===== src/bctu_defs.svh =====
`ifndef BCTU_DEFS_SVH
`define BCTU_DEFS_SVH
// condition code bit positions in the ccr byte
`define BCTU_CCR_C 0
`define BCTU_CCR_V 1
`define BCTU_CCR_Z 2
`define BCTU_CCR_N 3
// reset values
`define BCTU_PC_RST 16'h0000
`define BCTU_OP_RST 8'h00
// condition select field width
`define BCTU_COND_W 5
`endif


===== src/bctu_pkg.sv =====
package bctu_pkg;
  // -------------------------------------------------
  // branch condition selects
  // -------------------------------------------------
  typedef enum logic [4:0] {
    BCTU_ALWAYS = 5'h00,
    BCTU_NEVER = 5'h01,
    BCTU_CARRY_CLEAR = 5'h02,
    BCTU_CARRY_SET = 5'h03,
    BCTU_EQUAL = 5'h04,
    BCTU_NOT_EQUAL = 5'h05,
    BCTU_MINUS = 5'h06,
    BCTU_PLUS = 5'h07,
    BCTU_OVF_CLEAR = 5'h08,
    BCTU_OVF_SET = 5'h09,
    BCTU_U_HIGHER = 5'h0a,
    BCTU_U_HIGHER_SAME = 5'h0b,
    BCTU_U_LOWER = 5'h0c,
    BCTU_U_LOWER_SAME = 5'h0d,
    BCTU_S_GE = 5'h0e,
    BCTU_S_GT = 5'h0f,
    BCTU_S_LE = 5'h10,
    BCTU_S_LT = 5'h11,
    BCTU_BITS_SET = 5'h12,
    BCTU_BITS_CLEAR = 5'h13
  } bctu_cond_t;

  // displacement width kinds
  typedef enum logic [1:0] {
    BCTU_DISP_SHORT = 2'b01,
    BCTU_DISP_WIDE = 2'b10
  } bctu_disp_t;

  // top state machine, one-hot
  typedef enum logic [1:0] {
    BCTU_ST_IDLE = 2'b01,
    BCTU_ST_DONE = 2'b10
  } bctu_state_t;

  // state of the condition evaluator
  typedef struct packed {
    logic taken;
  } bctu_eval_st_t;

  // state of the target adder
  typedef struct packed {
    logic [15:0] taken_pc;
    logic [15:0] seq_pc;
  } bctu_add_st_t;

  // state of the top
  typedef struct packed {
    bctu_state_t state;
    logic valid;
    logic taken;
    logic [15:0] pc;
  } bctu_top_st_t;
endpackage


===== src/bctu_link_if.sv =====
`timescale 1ns/1ps
// carries a decoded branch from the top to its two helper modules
interface bctu_link_if;
  import bctu_pkg::*;
  bctu_cond_t cond; // selected condition
  logic [7:0] ccr; // condition code byte
  logic [7:0] mem_byte; // memory operand for bit tests
  logic [7:0] mask; // mask operand for bit tests
  logic taken; // registered decision
  bctu_disp_t disp_kind; // short or wide offset
  logic [15:0] disp; // raw displacement
  logic [15:0] next_pc; // address after the offset operand
  logic [15:0] taken_pc; // registered target
  logic [15:0] seq_pc; // registered fall-through
  modport top (output cond, ccr, mem_byte, mask, disp_kind, disp, next_pc,
               input taken, taken_pc, seq_pc);
  modport eval (input cond, ccr, mem_byte, mask, output taken);
  modport adder (input disp_kind, disp, next_pc, output taken_pc, seq_pc);
endinterface


===== src/bctu_cond_eval.sv =====
`timescale 1ns/1ps
`include "bctu_defs.svh"
module bctu_cond_eval
  import bctu_pkg::*;
(
  input wire logic clk_sys,
  input wire logic rst_b,
  bctu_link_if.eval lnk
);
  // ---------------------------------------------
  // condition evaluation
  // ---------------------------------------------
  bctu_eval_st_t st_ff;
  bctu_eval_st_t nxt_st;
  logic c, v, z, n, nxv; // flag shorthands

  // one decision per select
  always_comb begin
    c = lnk.ccr[`BCTU_CCR_C];
    v = lnk.ccr[`BCTU_CCR_V];
    z = lnk.ccr[`BCTU_CCR_Z];
    n = lnk.ccr[`BCTU_CCR_N];
    nxv = n ^ v; // signed relation term
    nxt_st = st_ff;
    // same table for short and wide forms
    unique case (lnk.cond)
      BCTU_ALWAYS: nxt_st.taken = 1'b1;
      BCTU_NEVER: nxt_st.taken = 1'b0;
      BCTU_CARRY_CLEAR: nxt_st.taken = ~c;
      BCTU_CARRY_SET: nxt_st.taken = c;
      BCTU_EQUAL: nxt_st.taken = z;
      BCTU_NOT_EQUAL: nxt_st.taken = ~z;
      BCTU_MINUS: nxt_st.taken = n;
      BCTU_PLUS: nxt_st.taken = ~n;
      BCTU_OVF_CLEAR: nxt_st.taken = ~v;
      BCTU_OVF_SET: nxt_st.taken = v;
      BCTU_U_HIGHER: nxt_st.taken = ~(c | z);
      BCTU_U_HIGHER_SAME: nxt_st.taken = ~c;
      BCTU_U_LOWER: nxt_st.taken = c; // wide form too, carry set
      BCTU_U_LOWER_SAME: nxt_st.taken = c | z;
      BCTU_S_GE: nxt_st.taken = ~nxv;
      BCTU_S_GT: nxt_st.taken = ~(z | nxv);
      BCTU_S_LE: nxt_st.taken = z | nxv;
      BCTU_S_LT: nxt_st.taken = nxv;
      // every masked bit one: inverted byte and mask is zero
      BCTU_BITS_SET: nxt_st.taken = ((~lnk.mem_byte) & lnk.mask) == 8'h00;
      // every masked bit zero
      BCTU_BITS_CLEAR: nxt_st.taken = (lnk.mem_byte & lnk.mask) == 8'h00;
      default: nxt_st.taken = 1'b0; // unused select codes never branch
    endcase
  end

  // decision register
  always_ff @(posedge clk_sys) begin
    if (!rst_b) begin
      st_ff <= '0;
    end else begin
      st_ff <= nxt_st;
    end
  end

  assign lnk.taken = st_ff.taken;
endmodule // bctu_cond_eval


===== src/branch_condition_target_unit.sv =====
`timescale 1ns/1ps
`include "bctu_defs.svh"

// -------------------------------------------------
// target adder
// -------------------------------------------------
module bctu_target_add
  import bctu_pkg::*;
(
  input wire logic clk_sys,
  input wire logic rst_b,
  bctu_link_if.adder lnk
);
  bctu_add_st_t st_ff;
  bctu_add_st_t nxt_st;
  logic [15:0] ext; // sign-extended offset

  // sign-extend an 8-bit offset
  function automatic logic [15:0] sext8(input logic [7:0] d);
    sext8 = {{8{d[7]}}, d};
  endfunction

  // offset extension and modulo add
  always_comb begin
    nxt_st = st_ff;
    // short kind uses the low byte; bit forms use it only when br_wide is low
    ext = (lnk.disp_kind == BCTU_DISP_WIDE) ? lnk.disp : sext8(lnk.disp[7:0]);
    // 16-bit sum drops carry out, wraps the map
    nxt_st.taken_pc = 16'(lnk.next_pc + ext);
    nxt_st.seq_pc = lnk.next_pc; // fall-through after encoding
  end

  // target register
  always_ff @(posedge clk_sys) begin
    if (!rst_b) begin
      st_ff <= '0;
    end else begin
      st_ff <= nxt_st;
    end
  end

  assign lnk.taken_pc = st_ff.taken_pc;
  assign lnk.seq_pc = st_ff.seq_pc;
endmodule // bctu_target_add

// -------------------------------------------------
// top
// -------------------------------------------------
module branch_condition_target_unit
  import bctu_pkg::*;
(
  input wire logic clk_sys, // core clock
  input wire logic rst_b, // sync reset, low
  input wire logic br_req, // one-cycle branch request
  input wire logic [4:0] br_cond, // condition select code
  input wire logic br_wide, // 1 = 16-bit offset
  input wire logic [15:0] br_disp, // offset operand
  input wire logic [15:0] br_next_pc, // address after offset operand
  input wire logic [7:0] ccr, // condition code byte
  input wire logic [7:0] mem_byte, // tested memory byte
  input wire logic [7:0] mask, // mask operand
  output logic res_valid, // one-cycle result strobe
  output logic res_taken, // branch was taken
  output logic [15:0] res_pc // next fetch address
);
  bctu_link_if lnk ();
  bctu_top_st_t st_ff;
  bctu_top_st_t nxt_st;

  // operands go straight to the helpers
  assign lnk.cond = bctu_cond_t'(br_cond);
  assign lnk.ccr = ccr;
  assign lnk.mem_byte = mem_byte;
  assign lnk.mask = mask;
  assign lnk.disp = br_disp;
  assign lnk.next_pc = br_next_pc;
  assign lnk.disp_kind = br_wide ? BCTU_DISP_WIDE : BCTU_DISP_SHORT;

  // condition evaluator
  bctu_cond_eval u_eval (
    .clk_sys(clk_sys),
    .rst_b(rst_b),
    .lnk(lnk)
  );

  // target adder
  bctu_target_add u_add (
    .clk_sys(clk_sys),
    .rst_b(rst_b),
    .lnk(lnk)
  );

  // sequencing: helpers register in cycle 1, result out in cycle 2
  always_comb begin
    nxt_st = st_ff;
    nxt_st.valid = 1'b0;
    unique case (st_ff.state)
      BCTU_ST_IDLE: begin
        if (br_req) begin
          nxt_st.state = BCTU_ST_DONE;
        end
      end
      BCTU_ST_DONE: begin
        nxt_st.state = BCTU_ST_IDLE;
        nxt_st.valid = 1'b1;
        nxt_st.taken = lnk.taken;
        // pick target or fall-through
        nxt_st.pc = lnk.taken ? lnk.taken_pc : lnk.seq_pc;
      end
      default: begin
        nxt_st.state = BCTU_ST_IDLE; // illegal code recovers
      end
    endcase
  end

  // state register
  always_ff @(posedge clk_sys) begin
    if (!rst_b) begin
      st_ff.state <= BCTU_ST_IDLE;
      st_ff.valid <= 1'b0;
      st_ff.taken <= 1'b0;
      st_ff.pc <= `BCTU_PC_RST;
    end else begin
      st_ff <= nxt_st;
    end
  end

  assign res_valid = st_ff.valid;
  assign res_taken = st_ff.taken;
  assign res_pc = st_ff.pc;
endmodule // branch_condition_target_unit


===== config.mk =====
export PLATFORM = sky130hd
export DESIGN_NAME = branch_condition_target_unit
export DESIGN_NICKNAME = d
export VERILOG_FILES = /design/src/bctu_pkg.sv /design/src/bctu_link_if.sv /design/src/bctu_cond_eval.sv /design/src/branch_condition_target_unit.sv
export VERILOG_INCLUDE_DIRS = /design/src /design/src/src
export SDC_FILE = /design/constraint.sdc
export NUM_CORES = 1
export LEC_CHECK = 0
export BUFFER_PORTS_ARGS = -buffer_cell sky130_fd_sc_hd__buf_2
export CORE_MARGIN = 2
export CORE_UTILIZATION = 41
export CTS_CLUSTER_DIAMETER = 60
export DETAILED_ROUTE_END_ITERATION = 12
export GPL_ROUTABILITY_DRIVEN = 1
export PLACE_DENSITY = 0.76
export RECOVER_POWER = 100
export SLEW_MARGIN = 5
export SYNTH_ARGS = -nofsm -noshare
export SYNTH_HDL_FRONTEND = slang
export SYNTH_SLANG_ARGS = --single-unit

===== constraint.sdc =====
create_clock -name clk_sys -period 3.9 [get_ports clk_sys]
set_clock_uncertainty 0.15 [all_clocks]
set_input_delay 0.195 -clock clk_sys [delete_from_list [all_inputs] [get_ports clk_sys]]
set_output_delay 0.195 -clock clk_sys [all_outputs]
set_load 0.05 [all_outputs]

== Yosys cells after proc, flatten, opt, wreduce, memory -nomap -nowiden ==
Cells that the tools add are included.

* Bits in registers: 53
* Logic and storage cells: 53

* Add/subtract/negate cells: 1
* Eq/ne operators: 21
* Multiplexer cells: 5
* Bitwise gates (word level): 13
* Reductions and logical operators: 6

{| class="wikitable"
|+ Operator list
! cell !! count
|-
| == test 5 x 4 -> 1 bit (second input constant) || 8
|-
| 2-to-1 mux 16 bit || 2
|-
| == test 5 x 3 -> 1 bit (second input constant) || 4
|-
| == test 5 bit (second input constant) || 4
|-
| 2-to-1 mux 18 bit || 1
|-
| one-hot mux 1 bit (17 select lines) || 1
|-
| adder 16 bit || 1
|-
| bitwise AND 8 bit || 2
|-
| zero test 8 bit || 2
|-
| == test 5 x 2 -> 1 bit (second input constant) || 2
|-
| NOT 8 bit || 1
|-
| NOT 1 bit || 7
|-
| zero test 5 bit || 1
|-
| == test 2 bit (second input constant) || 2
|-
| OR reduction 2 bit || 2
|-
| == test 2 x 1 -> 1 bit (second input constant) || 1
|-
| 2-to-1 mux 2 bit || 1
|-
| bitwise OR 1 bit || 2
|-
| AND reduction 2 bit || 1
|-
| bitwise XOR 1 bit || 1
|}

== Longest topological paths before layout ==
Gate-level depths: netlist of run 1.

* Depth in word-level cells: 4
* Gate-level depth with buffers: 11

== Hierarchy ==
A second synthesis of run 1 with hierarchy kept.

* Cell total of the unflattened synthesis: 322
* Area, all modules: 3,035.4 sq um

{| class="wikitable"
|+ By module, submodules not included
! module !! times used !! cells each !! area each (sq um) !! sequential area each (sq um)
|-
| bctu_target_add || 1 || 171 || 1,691.6 || 640.6
|-
| branch_condition_target_unit || 1 || 98 || 973.4 || 400.4
|-
| bctu_cond_eval || 1 || 53 || 370.4 || 20.0
|}

== Worst setup path before layout of run 1 ==
OpenSTA, ideal clock, no wires.

* Kind: input port to flip-flop
* Start: input port br_wide
* End: register u_add.st_ff, in the netlist u_add.lnk.taken_pc[13]
* Setup time: 0.072 ns
* Data arrival time: 2.041 ns
* Data required time: 3.678 ns
* Setup slack: 1.637 ns
* Stages on the path: 11
* Path through: buf_2 > nand2b_1 > clkbuf_2 > nand2_1 > ha_1 > clkbuf_1 > a21oi_1 > nor2_1 > or4_1 > o22ai_1 > mux2i_1

* Longest elaborated chain between the ends: 4

{| class="wikitable"
|+ Ends and longest elaborated chain
! item !! line !! text
|-
| start, declared || branch_condition_target_unit.sv:56 || <nowiki>input wire logic br_wide,</nowiki>
|-
| 2-to-1 mux 2 bit || branch_condition_target_unit.sv:77 || <nowiki>assign lnk.disp_kind = br_wide ? BCTU_DISP_WIDE : BCTU_DISP_SHORT;</nowiki>
|-
| == test 2 bit || branch_condition_target_unit.sv:27 || <nowiki>ext = (lnk.disp_kind == BCTU_DISP_WIDE) ? lnk.disp : sext8(lnk.disp[7:0]);</nowiki>
|-
| 2-to-1 mux 16 bit || branch_condition_target_unit.sv:27 ||
|-
| adder 16 bit || branch_condition_target_unit.sv:29 || <nowiki>nxt_st.taken_pc = 16'(lnk.next_pc + ext);</nowiki>
|-
| end signal, assigned || branch_condition_target_unit.sv:38 || <nowiki>st_ff <= nxt_st;</nowiki>
|-
| end, declared || branch_condition_target_unit.sv:14 || <nowiki>bctu_add_st_t st_ff;</nowiki>
|}

No other way between the ends.
A chain may end at the register's enable or synchronous reset.

== Final worst setup path of run 1 ==
* Start: input port br_next_pc[0]
* End: register u_add.st_ff, in the netlist u_add.lnk.taken_pc[12]

* Longest elaborated chain between the ends: 1

{| class="wikitable"
|+ Ends and longest elaborated chain
! item !! line !! text
|-
| start, declared || branch_condition_target_unit.sv:58 || <nowiki>input wire logic [15:0] br_next_pc,</nowiki>
|-
| adder 16 bit || branch_condition_target_unit.sv:29 ||
|}

No other way between the ends.

==> qor.yml, run 1 <==
run_status:
  outcome: "complete, but fails checks"
  violations: "capacitance limit, slew limit"
floorplan:
  start_util_pct: 43.0
  rows: 30
  fp.dieW_um: 88.9
  die_area_sq_mm: 0.00790
  pin_count: 83
  core-area_sq_mm: 0.00687
  fp.dieH_um: 88.9
logic_synthesis:
  synth.avg_cell_area_sq_um: 9.06
  synthTopCellsByArea: "dfxtp_1, mux2i_1, ha_1, and2_1, nand2_1"
  synthCells: 326
  seq_area_frac_synth_pct: 35.9
  syn_nets: 407
  synth_warnings: 0
  ys_async_sr_fraction_pct: 0
  ys.flop_type: "dfxtp_1"
  syn_area_sq_mm: 0.00295
  ys_types: 55
  ys_ff_latch: 53
  synth_area_leader_cell: "dfxtp_1"
  yosysTopAreaCellShare_pct: 35.9
  synth_edf_count: 0
placed_design:
  port_buffers: 78
  place.gp.congestion: 0.811
  hpwl_um: 4600
timing:
  finalCriticalPeriod_ns: 2.72
  min_period_over_period_pct: 69.8
  worst_slew_pin_slew_ns: 2.05
  relSlewSlack_pct: -36.7
  slew_viol_final: 86
  setup_tns_ns: 0
  setup_viol_count_final: 0
  fmax_mhz: 368
  hold_viol: 0
  rsz0062_at_grt: "false"
  whs_ns: 0.0143
cts:
  postCtsHoldBufs: 15
  cts_buffer_depth: 2
  ctsHtreeMaxLevel: 2
  post_cts_buffers: 0
  clock_latency_ns: 0.30
  cts_tree: "built"
  root_buffer: "clkbuf_8"
  cts-resized-gates: 0
  cts.sinks: 53
  clkTransAtPathRegs_ns: 0.09
  numCtsBuffers: 5
routing:
  vias: 2433
  vias_per_cell: 4.97
  wl_per_cell_um: 12.4
  post-route-drc-count: 0
  wirelength_um: 6060
  first_pass_iters: 4
  drtIter0Drc: 88
  detail-route-antenna-nets: 0
power:
  clockPowerShare_pct: 25.2
  p_leak_nw: 1.61
  power.share.switching_pct: 28.4
  p_int_mw: 0.842
  p_switching_mw: 0.334
  p_per_area_mw_per_mm2: 340
  p_seq_share_pct: 50.7
  ir_drop_mv: 0.174
  pwr-share-comb_pct: 24.1
setup_path:
  crit_arrival_ns: 2.75
  path_max_fanout: 3
  endpoint_kind: "flip-flop"
  critical_path_class: "primary input to flip-flop"
  startpoint_type: "primary input"
  critPathRequiredTime_ns: 3.93
finish:
  layout.nets: 474
  drive_above_1_share_pct: 17.0
  nFillCells: 647
  antennaDiodeCount: 0
  area_delta_synth_final_pct: 17.2
global_routing:
  grt_overflow: 0
  grt_usage_pct: 15.6
  grt_start_max_net_pins: 51
  antenna_found_initial: 0
  first_global_vias: 2260
  grt_pass1_wl_um: 9940
worst_hold_path:
  hp-class: "primary input to flip-flop"
run:
  drv_cap: 2
-- critical path, cell delays in order --
cell and delay [ns]:
dlygate4sd3_1 0.54, clkbuf_1 0.11, ha_1 0.23, fa_1 0.44, a211oi_1 0.35, o21ai_0 0.20
a41oi_1 0.35, o21ai_0 0.19, mux2i_1 0.15
-- power groups by stage --
stage	logic, mW	clock network (mW)	registers, mW
after floorplan	0.211	0	0.600
after global placement	0.269	0	0.608
after detailed placement	0.275	0	0.609
after CTS	0.288	0.303	0.596
after global routing	0.315	0.332	0.601
final	0.283	0.297	0.596
-- synth_stat cells (3+ instances only) --
| cell | number |
|---|---|
| o22ai_1 | 3 |
| clkbuf_1 | 11 |
| a31oi_1 | 3 |
| buf_4 | 16 |
| xor2_1 | 6 |
| nand2b_1 | 6 |
| a21o_1 | 6 |
| ha_1 | 15 |
| and2_1 | 29 |
| dfxtp_1 | 53 |
| o211a_1 | 12 |
| a211oi_1 | 8 |
| nor2b_1 | 3 |
| nor2_1 | 11 |
| inv_1 | 9 |
| xnor2_1 | 6 |
| mux2i_1 | 23 |
| o21ai_0 | 10 |
| buf_2 | 5 |
| nand2_1 | 39 |
| a21oi_1 | 11 |
-- metal layers --
layer | part of all wire, % | up-vias | track usage [%]
met5 | 0 | - | 0
met4 | 0.76 | 0 | 2.89
met3 | 4.9 | 4 | 2.52
met2 | 46 | 54 | 26.7
met1 | 48 | 1110 | 20.8
li1 | - | 1265 | -
-- state kept, by name, summed over array words and instances, names as in the netlist --
name / cells
u_add.lnk.seq_pc: 16
res_pc: 16
st_ff: 2
u_eval.lnk.taken: 1
u_add.lnk.taken_pc: 16
res_valid: 1
res_taken: 1
-- cells in the final DEF (no fill, tap or decap), types with 3 or more instances in the layout --
cell / synthesis / routed
dfxtp_1: 53 / 53
buf_2: 5 / 52
nand2_1: 39 / 39
clkbuf_1: 11 / 26
mux2i_1: 23 / 23
and2_1: 29 / 18
ha_1: 15 / 15
dlygate4sd3_1: 0 / 15
o21ai_0: 10 / 12
o211a_1: 12 / 12
nor2_1: 11 / 11
a21oi_1: 11 / 11
and2_0: 0 / 11
inv_1: 9 / 9
a211oi_1: 8 / 8
nand2b_1: 6 / 6
xnor2_1: 6 / 6
a21o_1: 6 / 6
xor2_1: 6 / 6
clkbuf_8: 0 / 5
nor2b_1: 3 / 3
o22ai_1: 3 / 3
a31oi_1: 3 / 3
-- path summary, 6_finish.rpt --
path	start	to	slack [ns]	cells after the start
worst max-delay path	br_next_pc[0]	u_add.lnk.taken_pc[12]$_SDFF_PN0_	1.18	9
worst min register to register	st_ff[19]$_SDFFE_PN0P_	st_ff[18]$_SDFFE_PN1P_	0.32	1
worst max register to register	st_ff[19]$_SDFFE_PN0P_	res_pc[12]$_SDFFE_PN0P_	1.41	3
worst min-delay path	br_next_pc[1]	u_add.lnk.seq_pc[1]$_SDFF_PN0_	0.01	2
-- layout make-up --
type / instances / area (sq um) / area share [%]
repair buffers: 93 / 509 / 14.7
clock buffers: 6 / 72.6 / 2.10
clock inverters: 2 / 13.8 / 0.398
flip-flops and latches: 53 / 1060 / 30.6
well taps: 96 / 120 / 3.47
multi-input cells: 231 / 1650 / 47.7
inverters: 9 / 33.8 / 0.976
-- cell families after synthesis --
kind of cell	share of synthesized area, %
adder cells (fa/ha/maj)	7.03
AO/OA/AOI/OAI	20.0
AND/OR/NAND/NOR	18.1
XOR/XNOR	3.56
flip-flops	35.9
multiplexers	7.79
buffers and inverters	7.62
-- per-stage QoR --
stage	cells	total power, mW	utilization, %	area [sq um]	worst slack [ns]
CTS	490	1.19	51.1	3510	1.28
floorplan	326	0.811	-	2950	1.64
finish	490	1.18	50.4	3460	1.18
global placement	467	0.876	47.7	3280	1.48
detailed placement	467	0.884	47.7	3280	1.48
global route	490	1.25	50.4	3460	0.968
No activity file was read; power rests on OpenSTA's default activity.
==> inputs of run 2 (changes only) <==
--- a/config.mk
+++ b/config.mk
@@ -6,13 +6,14 @@
 export SDC_FILE = /design/constraint.sdc
 export NUM_CORES = 1
 export LEC_CHECK = 0
+export ABC_AREA = 1
 export BUFFER_PORTS_ARGS = -buffer_cell sky130_fd_sc_hd__buf_2
 export CORE_MARGIN = 2
 export CORE_UTILIZATION = 41
 export CTS_CLUSTER_DIAMETER = 60
 export DETAILED_ROUTE_END_ITERATION = 12
 export GPL_ROUTABILITY_DRIVEN = 1
-export PLACE_DENSITY = 0.76
+export PLACE_DENSITY = 0.78
 export RECOVER_POWER = 100
 export SLEW_MARGIN = 5
 export SYNTH_ARGS = -nofsm -noshare
==> constraint.sdc (replaced) <==
create_clock -name clk_sys -period 2.3 [get_ports clk_sys]
set_clock_uncertainty 0.15 [all_clocks]
set_input_delay 0.115 -clock clk_sys [delete_from_list [all_inputs] [get_ports clk_sys]]
set_output_delay 0.115 -clock clk_sys [all_outputs]
set_load 0.05 [all_outputs]
==> run 2 against run 1 <==
Effect of this change: the run now ends clean; combinational power rose by 78%; synthesized area rose by 2.8%; critical endpoint is now u_add.lnk.taken_pc[10]$_SDFF_PN0_; via count rose by 23%; sequential cell count did not move; highest routed layer unchanged.
==> qor.yml, run 2 <==
finish:
  multiInputGateArea_sq_mm: 0.00160  # -3.3%
  design_area_sq_mm: 0.00363  # +4.8%
  antennaDiodeCount: 0  # unchanged
  drive_above_1_share_pct: 15.7  # -1.3 points
  final_common_cell: "nand2_1"
  nFillCells: 769  # +19%
  final_cell_mix: "nand2_1, a21oi_1, buf_2, dfxtp_1, inv_1"
  area_delta_synth_final_pct: 19.5
  finalNonFillerCells: 628  # +28%
  fin_util_pct: 50.3  # -0.11 points
  layout.nets: 609  # +28%
  regArea_sq_mm: 0.00106  # unchanged
cts:
  numCtsBuffers: 5  # unchanged
  clkTransAtPathRegs_ns: 0.09  # about the same
  cts_tree: "built"
  root_buffer: "clkbuf_8"
  cts_buffer_depth: 2  # unchanged
  clock_latency_ns: 0.30  # about the same
  cts.sinks: 53  # unchanged
  ctsHtreeMaxLevel: 2  # unchanged
run:
  drv_cap: 0  # -2
placed_design:
  dpl_worst_slack_ns: 0.393  # -1.09 ns
  hpwl_um: 5260  # +14%
  dp_cells: 602  # +29%
  port_buffers: 78  # unchanged
  placed_area_sq_mm: 0.00340  # +3.8%
  place.gp.congestion: 0.911  # +12%
logic_synthesis:
  ys_async_sr_fraction_pct: 0  # unchanged
  yosysTopAreaCellShare_pct: 35.0  # -0.96 points
  yosysMostFrequentCell: "nand2_1"
  ys_ff_latch: 53  # unchanged
  ys_types: 31  # -44%
  ys.flop_type: "dfxtp_1"
  syn_area_sq_mm: 0.00304  # +2.8%
  synth_warnings: 0  # unchanged
  synth.avg_cell_area_sq_um: 6.76  # -25%
  synth_area_leader_cell: "dfxtp_1"
  synth_edf_count: 0  # unchanged
  seq_area_frac_synth_pct: 35.0  # -0.96 points
  syn_nets: 530  # +30%
  yosys-top-cells-count: "nand2_1, a21oi_1, dfxtp_1, inv_1, nor2_1"
  synthCells: 449  # +38%
  synthTopCellsByArea: "dfxtp_1, nand2_1, a21oi_1, ha_1, inv_1"
timing:
  min_period_over_period_pct: 92.4
  setup_viol_count_final: 0  # unchanged
  whs_ns: 0.0781  # +0.0638 ns
  setup_ws_ns: 0.174  # -1.01 ns
  relSlewSlack_pct: 32.9  # +70 points
  fmax_mhz: 470
  finalCriticalPeriod_ns: 2.13
  hold_viol: 0  # unchanged
  setup_tns_ns: 0  # unchanged
  slew_viol_final: 0  # -100%
  rsz0062_at_grt: "false"
  worst_slew_pin_slew_ns: 1.01  # -1.04 ns
setup_path:
  startpoint_type: "primary input"
  worst-path-buf-inv: 3  # +1
  crit_arrival_ns: 2.18  # -0.57 ns
  critical_path_class: "primary input to flip-flop"
  crit_chain: "dlygate4sd3_1, buf_2, ha_1, fa_1, nand3_1, nand2_2, nand2_1, nand2_2, a21oi_1, inv_1, nor2_1, nor2_1"
  endpoint_kind: "flip-flop"
  cp_slowest_stage_delay_ns: 0.53  # about the same
  path_max_fanout: 5  # +2
  path_delay_family: "buffers and inverters"
  worst_path_max_delay_cell: "dlygate4sd3_1"
  critPathRequiredTime_ns: 2.36  # -1.57 ns
floorplan:
  rows: 31  # +3.3%
  pin_count: 83  # unchanged
  die_area_sq_mm: 0.00811  # +2.6%
  start_util_pct: 42.1  # -0.93 points
  core-area_sq_mm: 0.00721  # +5.0%
  fp.dieW_um: 90.0  # +1.3%
  fp.dieH_um: 90.0  # +1.3%
power:
  ir_drop_mv: 0.272  # +57%
  p_per_area_mw_per_mm2: 567  # +67%
  p_leak_nw: 1.89  # +18%
  p_total_mw: 2.06  # +75%
run_status:
  outcome: "finished clean"
routing:
  drtIter0Drc: 130  # +48%
  vias: 2993  # +23%
  post-route-drc-count: 0  # unchanged
  wirelength_um: 6980  # +15%
  wl_per_cell_um: 11.1  # -10%
  first_pass_iters: 4  # unchanged
  vias_per_cell: 4.77  # -4.0%
  detail-route-antenna-nets: 0  # unchanged
worst_hold_path:
  hp-class: "primary input to flip-flop"
global_routing:
  grt_usage_pct: 17.8  # +2.2 points
  grt_pass1_wl_um: 12100  # +22%
  grt_start_max_net_pins: 26  # -49%
  first_global_vias: 2761  # +22%
  grt_overflow: 0  # unchanged
  antenna_found_initial: 0  # unchanged
==> run 2: changes by cell type in the layout (fill, tap and decap cells not counted), moves of 10 or more <==
cell / change
nand3_1: +19
o21ai_0: +18
o211a_1: -12
a21oi_1: +48
mux2i_1: -23
and2_1: -17
and2_0: -10
inv_1: +36
nor2_1: +25
nand2_1: +83
==> run 2: power breakdown <==
| part | total [mW] | switching, mW | internal, mW |
|---|---|---|---|
| logic | 0.505 | 0.315 | 0.189 |
| clock network | 0.555 | 0.282 | 0.272 |
| registers | 0.997 | 0.0182 | 0.979 |
==> run 2: worst min-delay path, stage by stage <==
cell and delay (ns):
buf_2 0.12, fa_1 0.18, nand2_1 0.05, inv_1 0.04
==> run 2: timing repair <==
action | 4_1_cts | 5_1_grt
buffers inserted | 0 | 0
endpoints found under the hold margin | 19 | 0
hold buffers | 18 | 0
gates resized for setup | 0 | 0
==> run 2: cell type report <==
class | instances | share of cell area (%)
repair buffers | 99 | 15.3
multi-input cells | 319 | 44.0
flip-flops and latches | 53 | 29.2
clock inverters | 1 | 0.138
clock buffers | 7 | 2.66
well taps | 99 | 3.41
inverters | 50 | 5.17
==> run 2: per-layer routing <==
metal  track usage, %  up-vias  share of wire [%]
li1                 -     1591                  -
met1             22.4     1323                 47
met2             31.1       70                 48
met3             2.51        9                3.8
met4             6.03        0                1.5
met5                0        -                  0
==> run 2: path summary, 6_finish.rpt <==
| path | slack (ns) | from | to | depth (start not counted) |
|---|---|---|---|---|
| setup reg to reg | 0.65 | st_ff[19]$_SDFFE_PN0P_ | res_pc[9]$_SDFFE_PN0P_ | 5 |
| hold / removal | 0.08 | br_disp[1] | u_add.lnk.taken_pc[1]$_SDFF_PN0_ | 4 |
| hold reg to reg | 0.30 | u_add.lnk.seq_pc[15]$_SDFF_PN0_ | res_pc[15]$_SDFFE_PN0P_ | 2 |
| setup / recovery | 0.17 | br_disp[0] | u_add.lnk.taken_pc[10]$_SDFF_PN0_ | 12 |
==> run 2: cell families after synthesis <==
logic type	after synthesis	share of synthesized area, %
AO/OA/AOI/OAI	97	16.4
flip-flops	53	35.0
AND/OR/NAND/NOR	204	29.3
adder cells (fa/ha/maj)	16	6.84
XOR/XNOR	2	0.577
buffers and inverters	77	11.9
